$ cat src/sdram_pkg.sv
// Purpose: Shared constants for the synchronous DRAM module model
// Assumes: One rising-edge clock for commands, data and masks
// Notes: Presence-detect table is a constant; its checksum is derived
package sdram_pkg;
   localparam int DATA_WIDTH = 64;
   localparam int LANES = 8;
   localparam int BYTE_WIDTH = 8;
   localparam int ADDR_WIDTH = 12;
   localparam int BANK_WIDTH = 2;
   localparam int INDEX_WIDTH = 4;
   localparam int STORE_DEPTH = 16;
   localparam int BUFFER_DEPTH = 32;
   localparam int ENTRY_WIDTH = INDEX_WIDTH + DATA_WIDTH + LANES;
   localparam int PRESENCE_LAST_SUMMED = 62;

   // ****************************************
   // Commands as {select, row, column, write}, all active low
   // ****************************************
   localparam logic [3:0] CMD_MODE_SET = 4'h0;
   localparam logic [3:0] CMD_REFRESH = 4'h1;
   localparam logic [3:0] CMD_PRECHARGE = 4'h2;
   localparam logic [3:0] CMD_ACTIVATE = 4'h3;
   localparam logic [3:0] CMD_WRITE = 4'h4;
   localparam logic [3:0] CMD_READ = 4'h5;
   localparam logic [3:0] CMD_BURST_STOP = 4'h6;

   // ****************************************
   // Mode register fields
   // ****************************************
   localparam int MODE_LATENCY_HI = 6;
   localparam int MODE_LATENCY_LO = 4;
   localparam int MODE_BURST_HI = 2;
   localparam logic [2:0] LATENCY_TWO = 3'h2;
   localparam logic [2:0] LATENCY_THREE = 3'h3;
   localparam logic [2:0] RESET_LATENCY = 3'h3;
   localparam logic [2:0] RESET_BURST = 3'h0;
   localparam logic [2:0] BURST_PAGE = 3'h7;
   localparam logic [8:0] BURST_SINGLE = 9'h001;
   localparam logic [8:0] PAGE_LENGTH = 9'h000;

   localparam logic [7:0] PRESENCE_CHECKSUM_OFFSET = 8'h3f;

   function automatic logic [8:0] burst_length(input logic [2:0] code);
      if (code == BURST_PAGE) begin
         burst_length = PAGE_LENGTH;
      end else if (code[2]) begin
         burst_length = BURST_SINGLE;
      end else begin
         burst_length = BURST_SINGLE << code[1:0];
      end
   endfunction

   function automatic logic [7:0] presence_byte(input logic [7:0] index);
      case (index)
         8'h00: presence_byte = 8'h80;
         8'h01: presence_byte = 8'h08;
         8'h02: presence_byte = 8'h04;
         8'h03: presence_byte = 8'h0c;
         8'h04: presence_byte = 8'h09;
         8'h05: presence_byte = 8'h01;
         8'h06: presence_byte = 8'h40;
         8'h08: presence_byte = 8'h01;
         8'h09: presence_byte = 8'ha0;
         8'h0a: presence_byte = 8'h85;
         8'h0c: presence_byte = 8'h80;
         8'h0d: presence_byte = 8'h08;
         8'h0f: presence_byte = 8'h01;
         8'h10: presence_byte = 8'h8f;
         8'h11: presence_byte = 8'h04;
         8'h12: presence_byte = 8'h06;
         8'h13: presence_byte = 8'h01;
         8'h14: presence_byte = 8'h01;
         8'h16: presence_byte = 8'h0e;
         8'h17: presence_byte = 8'hf0;
         8'h18: presence_byte = 8'h90;
         8'h1b: presence_byte = 8'h1e;
         8'h1c: presence_byte = 8'h14;
         8'h1d: presence_byte = 8'h1e;
         8'h1e: presence_byte = 8'h3c;
         8'h1f: presence_byte = 8'h10;
         8'h3e: presence_byte = 8'h01;
         default: presence_byte = 8'h00;
      endcase
   endfunction

   function automatic logic [7:0] presence_sum();
      logic [7:0] sum;
      sum = 8'h00;
      for (int i = 0; i <= PRESENCE_LAST_SUMMED; i++) begin
         sum = sum + presence_byte(8'(i));
      end
      presence_sum = sum;
   endfunction

   localparam logic [7:0] PRESENCE_CHECKSUM = presence_sum();
endpackage

$ cat src/sdram_buffer_if.sv
// Purpose: Valid/ready carrier between the write path and its buffer
// Assumes: Both sides on the same clock
// Notes: Transfer on any rising edge where valid and ready are both high
`timescale 1ns/10ps
interface sdram_buffer_if #(parameter int WIDTH = 8);
   logic pushValid;
   logic pushReady;
   logic [WIDTH-1:0] pushData;
   logic popValid;
   logic popReady;
   logic [WIDTH-1:0] popData;
   modport store(input pushValid, pushData, popReady,
                 output pushReady, popValid, popData);
   modport client(output pushValid, pushData, popReady,
                  input pushReady, popValid, popData);
endinterface

$ cat src/sdram_write_buffer.sv
// Purpose: First-in first-out buffer of flip-flops
// Assumes: Width and depth set by the instantiating module
// Notes: Depth must be a power of two
`timescale 1ns/10ps
module sdram_write_buffer #(
   parameter int WIDTH = 8,
   parameter int DEPTH = 32
) (
   input wire logic clock,
   input wire logic arst_n,
   sdram_buffer_if.store bus
);
   localparam int PW = $clog2(DEPTH);

   logic [WIDTH-1:0] entries [DEPTH];
   logic [PW:0] writePtr;
   logic [PW:0] readPtr;
   logic full;
   logic empty;

   assign full = (writePtr[PW] != readPtr[PW]) &&
                 (writePtr[PW-1:0] == readPtr[PW-1:0]);
   assign empty = writePtr == readPtr;
   assign bus.pushReady = !full;
   assign bus.popValid = !empty;
   assign bus.popData = entries[readPtr[PW-1:0]];

   always_ff @(posedge clock or negedge arst_n) begin
      if (!arst_n) begin
         writePtr <= '0;
      end else if (bus.pushValid && !full) begin
         writePtr <= writePtr + 1'b1;
      end
   end

   always_ff @(posedge clock or negedge arst_n) begin
      if (!arst_n) begin
         readPtr <= '0;
      end else if (bus.popReady && !empty) begin
         readPtr <= readPtr + 1'b1;
      end
   end

   always_ff @(posedge clock) begin
      if (bus.pushValid && !full) begin
         entries[writePtr[PW-1:0]] <= bus.pushData;
      end
   end
endmodule

$ cat src/sdram_module_device.sv
// Purpose: Command, latency and mask behaviour of a 64-bit DRAM module
// Assumes: Controller meets all spacing minimums; one rank, one clock
// Notes: Storage is a small column window, bank and row are not decoded
// Notes on behaviour
// - Checksum byte equals low eight bits of sum of bytes 0..62.
// - Dropping clock enable suspends internal clock one cycle later.
// - Mask during read floats that byte lane two cycles later.
// - Mask during write blocks the byte sampled that same cycle.
// - Burst stop ends read output after latency-many cycles.
// - Column commands may follow each other every cycle.
`timescale 1ns/10ps
module sdram_module_device (
   input wire logic clock,
   input wire logic arst_n,
   input wire logic cke,
   input wire logic chipSelect_n,
   input wire logic rowStrobe_n,
   input wire logic columnStrobe_n,
   input wire logic writeEnable_n,
   input wire logic [sdram_pkg::ADDR_WIDTH-1:0] address,
   input wire logic [sdram_pkg::BANK_WIDTH-1:0] bankSelect,
   input wire logic [sdram_pkg::LANES-1:0] byteLaneMask,
   input wire logic [sdram_pkg::DATA_WIDTH-1:0] dqIn,
   output logic [sdram_pkg::DATA_WIDTH-1:0] dqOut,
   output logic [sdram_pkg::LANES-1:0] dqOe,
   output logic writeBufferReady,
   input wire logic [7:0] presenceIndex,
   output logic [7:0] presenceByte
);
   localparam int IW = sdram_pkg::INDEX_WIDTH;
   localparam int BW = sdram_pkg::BYTE_WIDTH;
   localparam int DW = sdram_pkg::DATA_WIDTH;
   localparam int LN = sdram_pkg::LANES;

   logic ckeQ;
   logic [3:0] command;
   logic cmdRead;
   logic cmdWrite;
   logic cmdStop;
   logic cmdPrecharge;
   logic cmdModeSet;
   logic breakBurst;
   logic [2:0] columnReadLatency;
   logic [2:0] burstCode;
   logic [8:0] burstLen;
   logic pageMode;
   logic readActive;
   logic [IW-1:0] readCol;
   logic [8:0] readLeft;
   logic writeActive;
   logic [IW-1:0] writeCol;
   logic [8:0] writeLeft;
   logic writeBeat;
   logic [DW-1:0] store [sdram_pkg::STORE_DEPTH];
   logic [DW-1:0] readWord;
   logic stageValid;
   logic [DW-1:0] stageData;
   logic outValid;
   logic [LN-1:0] maskQ;
   logic [LN-1:0] maskQQ;
   logic [IW-1:0] popIndex;
   logic [DW-1:0] popWord;
   logic [LN-1:0] popMask;

   sdram_buffer_if #(.WIDTH(sdram_pkg::ENTRY_WIDTH)) bufferBus ();

   sdram_write_buffer #(
      .WIDTH(sdram_pkg::ENTRY_WIDTH),
      .DEPTH(sdram_pkg::BUFFER_DEPTH)
   ) writeBuffer (
      .clock(clock),
      .arst_n(arst_n),
      .bus(bufferBus.store)
   );

   // ****************************************
   // Clock gating and command decode
   // ****************************************
   // one-cycle gate delay
   always_ff @(posedge clock or negedge arst_n) begin
      if (!arst_n) begin
         ckeQ <= 1'b0;
      end else begin
         ckeQ <= cke;
      end
   end

   assign command = {chipSelect_n, rowStrobe_n, columnStrobe_n, writeEnable_n};
   assign cmdRead = ckeQ && command == sdram_pkg::CMD_READ;
   assign cmdWrite = ckeQ && command == sdram_pkg::CMD_WRITE;
   assign cmdStop = ckeQ && command == sdram_pkg::CMD_BURST_STOP;
   assign cmdPrecharge = ckeQ && command == sdram_pkg::CMD_PRECHARGE;
   assign cmdModeSet = ckeQ && command == sdram_pkg::CMD_MODE_SET;
   assign breakBurst = cmdRead || cmdWrite || cmdStop || cmdPrecharge;
   assign burstLen = sdram_pkg::burst_length(burstCode);
   assign pageMode = burstCode == sdram_pkg::BURST_PAGE;

   // Unsupported latency codes fall back to three, the safe setting
   always_ff @(posedge clock or negedge arst_n) begin
      if (!arst_n) begin
         columnReadLatency <= sdram_pkg::RESET_LATENCY;
         burstCode <= sdram_pkg::RESET_BURST;
      end else if (cmdModeSet) begin
         columnReadLatency <= (address[sdram_pkg::MODE_LATENCY_HI:
            sdram_pkg::MODE_LATENCY_LO] == sdram_pkg::LATENCY_TWO) ?
            sdram_pkg::LATENCY_TWO : sdram_pkg::LATENCY_THREE;
         burstCode <= address[sdram_pkg::MODE_BURST_HI:0];
      end
   end

   // ****************************************
   // Read burst engine
   // ****************************************
   // stop cuts burst
   always_ff @(posedge clock or negedge arst_n) begin
      if (!arst_n) begin
         readActive <= 1'b0;
         readCol <= '0;
         readLeft <= '0;
      end else if (cmdRead) begin
         readActive <= 1'b1;
         readCol <= address[IW-1:0];
         readLeft <= burstLen;
      end else if (breakBurst) begin
         readActive <= 1'b0;
      end else if (ckeQ && readActive) begin
         readCol <= readCol + 1'b1;
         if (!pageMode) begin
            readLeft <= readLeft - 1'b1;
            if (readLeft == sdram_pkg::BURST_SINGLE) begin
               readActive <= 1'b0;
            end
         end
      end
   end

   assign readWord = store[readCol];

   // Stage feeds latency three; latency two bypasses it
   always_ff @(posedge clock or negedge arst_n) begin
      if (!arst_n) begin
         stageValid <= 1'b0;
         stageData <= '0;
         outValid <= 1'b0;
         dqOut <= '0;
      end else if (ckeQ) begin
         stageValid <= readActive;
         stageData <= readWord;
         if (columnReadLatency == sdram_pkg::LATENCY_TWO) begin
            outValid <= readActive;
            dqOut <= readWord;
         end else begin
            outValid <= stageValid;
            dqOut <= stageData;
         end
      end
   end

   always_ff @(posedge clock or negedge arst_n) begin
      if (!arst_n) begin
         maskQ <= '0;
         maskQQ <= '0;
      end else if (ckeQ) begin
         maskQ <= byteLaneMask;
         maskQQ <= maskQ;
      end
   end

   for (genvar g = 0; g < LN; g++) begin : g_lane
      assign dqOe[g] = outValid && !maskQQ[g];
   end

   // ****************************************
   // Write burst engine
   // ****************************************
   // first beat with the command
   assign writeBeat = cmdWrite || (ckeQ && writeActive && !breakBurst);

   always_ff @(posedge clock or negedge arst_n) begin
      if (!arst_n) begin
         writeActive <= 1'b0;
         writeCol <= '0;
         writeLeft <= '0;
      end else if (cmdWrite) begin
         writeActive <= pageMode || burstLen != sdram_pkg::BURST_SINGLE;
         writeCol <= address[IW-1:0] + 1'b1;
         writeLeft <= burstLen - 1'b1;
      end else if (breakBurst) begin
         writeActive <= 1'b0;
      end else if (writeBeat) begin
         writeCol <= writeCol + 1'b1;
         if (!pageMode) begin
            writeLeft <= writeLeft - 1'b1;
            if (writeLeft == sdram_pkg::BURST_SINGLE) begin
               writeActive <= 1'b0;
            end
         end
      end
   end

   assign bufferBus.pushValid = writeBeat;
   assign bufferBus.pushData = {cmdWrite ? address[IW-1:0] : writeCol,
                                dqIn, byteLaneMask};
   assign writeBufferReady = bufferBus.pushReady;

   // Single storage port: drain yields to read beats
   assign bufferBus.popReady = !readActive;
   assign {popIndex, popWord, popMask} = bufferBus.popData;

   always_ff @(posedge clock) begin
      if (bufferBus.popValid && bufferBus.popReady) begin
         for (int l = 0; l < LN; l++) begin
            if (!popMask[l]) begin
               store[popIndex][l*BW +: BW] <= popWord[l*BW +: BW];
            end
         end
      end
   end

   // ****************************************
   // Presence-detect read port
   // ****************************************
   // checksum over bytes 0..62
   always_ff @(posedge clock or negedge arst_n) begin
      if (!arst_n) begin
         presenceByte <= 8'h00;
      end else if (presenceIndex == sdram_pkg::PRESENCE_CHECKSUM_OFFSET) begin
         presenceByte <= sdram_pkg::PRESENCE_CHECKSUM;
      end else begin
         presenceByte <= sdram_pkg::presence_byte(presenceIndex);
      end
   end
endmodule

$ cat config.mk
export PLATFORM = sky130hd
export DESIGN_NAME = sdram_module_device
export DESIGN_NICKNAME = d
export VERILOG_FILES = /design/src/sdram_pkg.sv /design/src/sdram_buffer_if.sv /design/src/sdram_write_buffer.sv /design/src/sdram_module_device.sv
export SDC_FILE = /design/constraint.sdc
export NUM_CORES = 2
export LEC_CHECK = 0
export BUFFER_PORTS_ARGS = -buffer_cell sky130_fd_sc_hd__buf_2
export CORE_AREA = 5 5 679 681
export CTS_BUF_LIST = sky130_fd_sc_hd__clkbuf_4
export DETAILED_ROUTE_END_ITERATION = 10
export DIE_AREA = 0 0 684 686
export SETUP_SLACK_MARGIN = 0.15
export SYNTH_ARGS = -nofsm -noshare
export SYNTH_HDL_FRONTEND = slang
export SYNTH_SLANG_ARGS = --single-unit
$ cat constraint.sdc
create_clock -name clock -period 5.7 [get_ports clock]
set_clock_uncertainty 0.1 [all_clocks]
set_input_delay 0 -clock clock [delete_from_list [all_inputs] [get_ports clock]]
set_output_delay 0 -clock clock [all_outputs]
set_load 0.05 [all_outputs]
==> metrics.sh <==
HOLD_PATH.STARTPOINT='dqIn[29]'
CLOCK_TREE_FROM_TRITONCTS='yes'
SYNTH.TOP_CELLS.BY_AREA='sky130_fd_sc_hd__edfxtp_1, sky130_fd_sc_hd__mux4_2, sky130_fd_sc_hd__dfrtp_1, sky130_fd_sc_hd__mux2_2, sky130_fd_sc_hd__mux2i_1'
CLOCKROOTBUFFER='sky130_fd_sc_hd__clkbuf_4'
CLOCK_PATH_BUFFERS=4
CPLARGESTDELAYFAMILY='simple AND/OR/NAND/NOR gates'
SYNTH_AREA_UM2=140000
POST-ROUTE-CELL-AREA_UM2=164000
CTS-HTREE-LEVELS=6
CP_CELL_SEQUENCE='and2_1, a22o_1, nor3_1, a2111oi_2, nand3_1, nor2_1'
DRT-INITIAL-DRC-COUNT=6825
WORST-R2R-SETUP-SLACK_PS=1070
GRT_MAX_DEGREE=137
POST_CTS_SETUP_REPAIR_BUFFER_COUNT=0
X_DIMENSION_OF_THE_DIE_UM=684
WORST-ENDPOINT-REQUIRED_PS=6690
CTSHOLDBUFFERS=247
SYNTH_TOP_CELL_AREA_SHARE_PCT=73.9
WORST-ENDPOINT-ARRIVAL_PS=5620
INITIAL_CELL_DENSITY_OF_THE_CORE_PCT=30.9
TOTAL_CORE_AREA_UM2=455000
NUM_ROWS=248
TOTALNEGATIVESETUPSLACK_PS=0
TIMING.RR.END='store[7][59]'
CP_MAX_FO=53
HOLD_DEPTH=3
DP_HPWL_MM=192
POSTPLACECELLAREA_UM2=150000
HOLD_PATH.CLASS='input pin to flop'
CRIT_SLOWEST_CELL='sky130_fd_sc_hd__dfrtp_4'
WORST_PATH_LARGEST_CELL_DELAY_PS=1090
GLOBALROUTE.TOTALOVERFLOW=0
DRT-PASS1-ITER-COUNT=8
MULTIINPUTGATEAREA_UM2=30500
CAP_VIOLATIONS=0
POST-ROUTE-PERIOD-UTIL_PCT=81.3
REPORT.FINAL.HOLD_VIOL_COUNT=0
MAX_FREQ_MHz=216
DEPTH_OF_THE_WORST_REGISTER_TO_REGISTER_PATH=6
ASYNC_RESET_FF_SHARE_PCT=5.44
DIEHEIGHT_UM=686
POWER_PER_CELL_AREA_nW_PER_UM2=513
CLKSLEWWORSTSETUPHOLDPATHS_PS=70
WORST_SLEW_PIN_SLEW_PS=1160
COMMONEST_CELLS_AFTER_ROUTING_FILL_AND_TAPS_ASIDE='sky130_fd_sc_hd__edfxtp_1, sky130_fd_sc_hd__clkbuf_4, sky130_fd_sc_hd__mux4_2'
FINALSETUPVIOLATIONS=0
POST_SYNTH_INST_COUNT=6087
TIMING.CRITICAL_PATH.TO_TYPE='flop'
SYN_AVG_CELL_AREA_UM2=23.1
FLOORPLAN.DIE_AREA_UM2=469000
OUTCOME='finished clean'
POWER_REPORT.INTERNAL_TOTAL_mW=56.2
GRT_FIRST_PASS_WIRELENGTH_MM=506
CTS_SINKS=3655
IOPINCOUNT=182
HOLD_SLACK_PS=206
PWR-SHARE-COMB_PCT=31.3
LAYOUT.CELLS.MOST_COMMON='sky130_fd_sc_hd__edfxtp_1'
AREA.SEQUENTIAL_UM2=109000
WORST_SETUP_PATH_START_KIND='flop'
LAYOUT-AREA-OVERHEAD-VS-SYNTH_PCT=16.6
VIASPERCELL=4.96
POWER_SWITCHING_SHARE_PCT=33.1
TRITONCTS.NUM_BUFFERS=895
BUFFER_PORTS.INSERTED=174
CRITICAL_PATH.N_BUFFERS_INVERTERS=0
YS.WARNINGS.COUNT=0
FIN_NETS=7373
CLK_NETWORK_PWR_SHARE_PCT=25.3
DRT-TOTAL-WL_MM=352
TRACK_USAGE_PCT=14.6
SYNTH_EDF_COUNT=3456
ROUTE.DETAILED.WL_PER_INST_UM=25.3
PERIOD_MINUS_SLACK_PS=4630
MAX-SLEW-MARGIN-REL_PCT=22.5
SLEW_VIOL_FINAL=0
OVERALL_POWER_OF_THE_COMPLETED_LAYOUT_mW=84.0
WORST-SETUP-PATH-TYPE='flop to flop'
NETLIST.TOP_CELL.BY_AREA='sky130_fd_sc_hd__edfxtp_1'
SYNTHESIS.NETS=6207
POWER.STATIC_LEAKAGE_nW=52.4
WORST_SKEW_PAIR.LATE_LATENCY_PS=1600
NUM_VIAS=69100
RSZ0062_AT_GRT='no'
YOSYS_REGISTER_BITS=3655
GRT_ANTENNA_BEFORE_REPAIR=59
ANTENNA_LEFT=0
TIMING.HOLD.WORST_ENDPOINT='writeBuffer.entries[18][37]'
POWER.SEQUENTIAL.FRACTION_PCT=43.4
LAUNCH_POINT_OF_THE_WORST_REG_TO_REG_PATH='writeBuffer.readPtr[2]'
TOTAL_SWITCHING_POWER_mW=27.8
SYNTH.LIB_CELLS_USED.DISTINCT=61
PEAKVDDDROP_uV=449
FINALWEIGHTEDCONGESTION=0.768
N_FILL_CELL=41500
CTS.REPAIR.RESIZED=0
NUMBER_OF_GLOBAL_ROUTE_VIAS_BEFORE_REPAIR=71800
SYNTH_FF_TYPE='sky130_fd_sc_hd__edfxtp_1'
DRC=0
YS_SEQ_AREA_SHARE_PCT=77.5
DRIVE_ABOVE_1_SHARE_PCT=36.7
==> logic make-up (layout without fill, tap and decap cells) <==
logic type | Yosys count | count (layout) | share of synthesized area, %
flops | 3655 | 3655 | 77.5
mux | 1349 | 1349 | 18.7
simple gates | 494 | 494 | 1.57
buf+inv | 338 | 2173 | 0.999
compound gates | 198 | 198 | 0.850
xor+xnor | 34 | 34 | 0.212
fa+ha+maj | 19 | 19 | 0.169
other cells | 0 | 20 | 0
==> area by class of cell <==
class                      count  share of cell area, %
tap                         6000                   4.59
clock inverter               322                   1.18
antenna                       20                 0.0306
clock buffer                1244                   5.71
sequential                  3655                   66.5
timing repair buffer         589                   3.34
inverter                      18                 0.0413
multi-input combinational   2094                   18.6
==> registers in the layout (all words and copies together) (netlist names) <==
signal and cells:
writeBuffer.entries 2432, ckeQ 1, outValid 1, readLeft 9, writeActive 1, maskQQ 8, writeBuffer.writePtr 6, stageData 64
readActive 1, dqOut 64, stageValid 1, burstCode 3, readCol 4, writeLeft 9, presenceByte 8, writeBuffer.readPtr 6
maskQ 8, columnReadLatency 1, writeCol 4, store 1024
==> worst min-delay path: cells and delay by family <==
| family | cells | cell delay [ps] |
|---|---|---|
| buffers and inverters | 3 | 1580 |
==> metrics by stage <==
step	util, %	setup slack (ps)	instances
floorplan	-	93.2	6087
CTS	36.0	1200	13900
global route	36.0	951	13900
finish	36.0	1070	13900
global placement	32.9	1160	12100
detailed placement	32.9	1120	12100
==> worst max path at each step <==
stage / cells past startpoint / slack [ps] / to / from
6_report: 6 / 1070 / store[7][59] / writeBuffer.readPtr[2]
5_1_grt: 7 / 950 / store[2][34] / writeBuffer.readPtr[0]
3_3_place_gp: 6 / 1160 / store[3][30] / writeBuffer.readPtr[0]
4_1_cts: 6 / 1200 / store[7][63] / writeBuffer.readPtr[2]
2_1_floorplan: 10 / 90 / writeBuffer.entries[23][0] / writeBuffer.readPtr[1]
3_5_place_dp: 6 / 1120 / store[3][30] / writeBuffer.readPtr[0]
==> cell usage after synthesis (3+ instances only) <==
| cell type | n |
|---|---|
| sky130_fd_sc_hd__mux2i_1 | 180 |
| sky130_fd_sc_hd__a211oi_1 | 7 |
| sky130_fd_sc_hd__dfrtp_1 | 198 |
| sky130_fd_sc_hd__buf_4 | 3 |
| sky130_fd_sc_hd__inv_1 | 18 |
| sky130_fd_sc_hd__mux2_2 | 163 |
| sky130_fd_sc_hd__xor2_1 | 16 |
| sky130_fd_sc_hd__buf_1 | 87 |
| sky130_fd_sc_hd__nand4_1 | 10 |
| sky130_fd_sc_hd__a21oi_1 | 113 |
| sky130_fd_sc_hd__and3_1 | 9 |
| sky130_fd_sc_hd__or3_1 | 4 |
| sky130_fd_sc_hd__nor4_1 | 3 |
| sky130_fd_sc_hd__o31ai_1 | 4 |
| sky130_fd_sc_hd__xnor2_1 | 18 |
| sky130_fd_sc_hd__a22oi_1 | 23 |
| sky130_fd_sc_hd__o21ai_0 | 18 |
| sky130_fd_sc_hd__nand3b_1 | 9 |
| sky130_fd_sc_hd__nand3_1 | 67 |
| sky130_fd_sc_hd__a22o_1 | 4 |
| sky130_fd_sc_hd__nor3b_1 | 5 |
| sky130_fd_sc_hd__nor3_1 | 13 |
| sky130_fd_sc_hd__edfxtp_1 | 3456 |
| sky130_fd_sc_hd__and2_1 | 6 |
| sky130_fd_sc_hd__nand2b_1 | 5 |
| sky130_fd_sc_hd__mux4_2 | 1004 |
| sky130_fd_sc_hd__nor2_1 | 264 |
| sky130_fd_sc_hd__nand2_1 | 69 |
| sky130_fd_sc_hd__o22ai_1 | 3 |
| sky130_fd_sc_hd__buf_2 | 68 |
| sky130_fd_sc_hd__o41ai_1 | 3 |
| sky130_fd_sc_hd__buf_6 | 5 |
| sky130_fd_sc_hd__clkbuf_1 | 157 |
| sky130_fd_sc_hd__nor2b_1 | 19 |
| sky130_fd_sc_hd__a221oi_1 | 3 |
| sky130_fd_sc_hd__ha_1 | 19 |
==> power by group through the flow <==
stage	clock network [mW]	registers (mW)	logic, mW
after detailed placement	0	37.0	26.5
after global routing	23.4	36.7	28.1
after CTS	21.9	36.5	26.7
after global placement	0	36.9	25.9
final	21.3	36.4	26.3
after floorplan	0	36.8	16.8
==> routing by layer <==
layer	vias up	share of wire, %	track usage, %
met5	-	0.052	0
met4	30	1.9	3.66
met3	545	7.7	3.12
met2	2958	48	23.5
li1	28700	-	-
met1	36900	42	20.3
(Power assumes the default switching activity.)
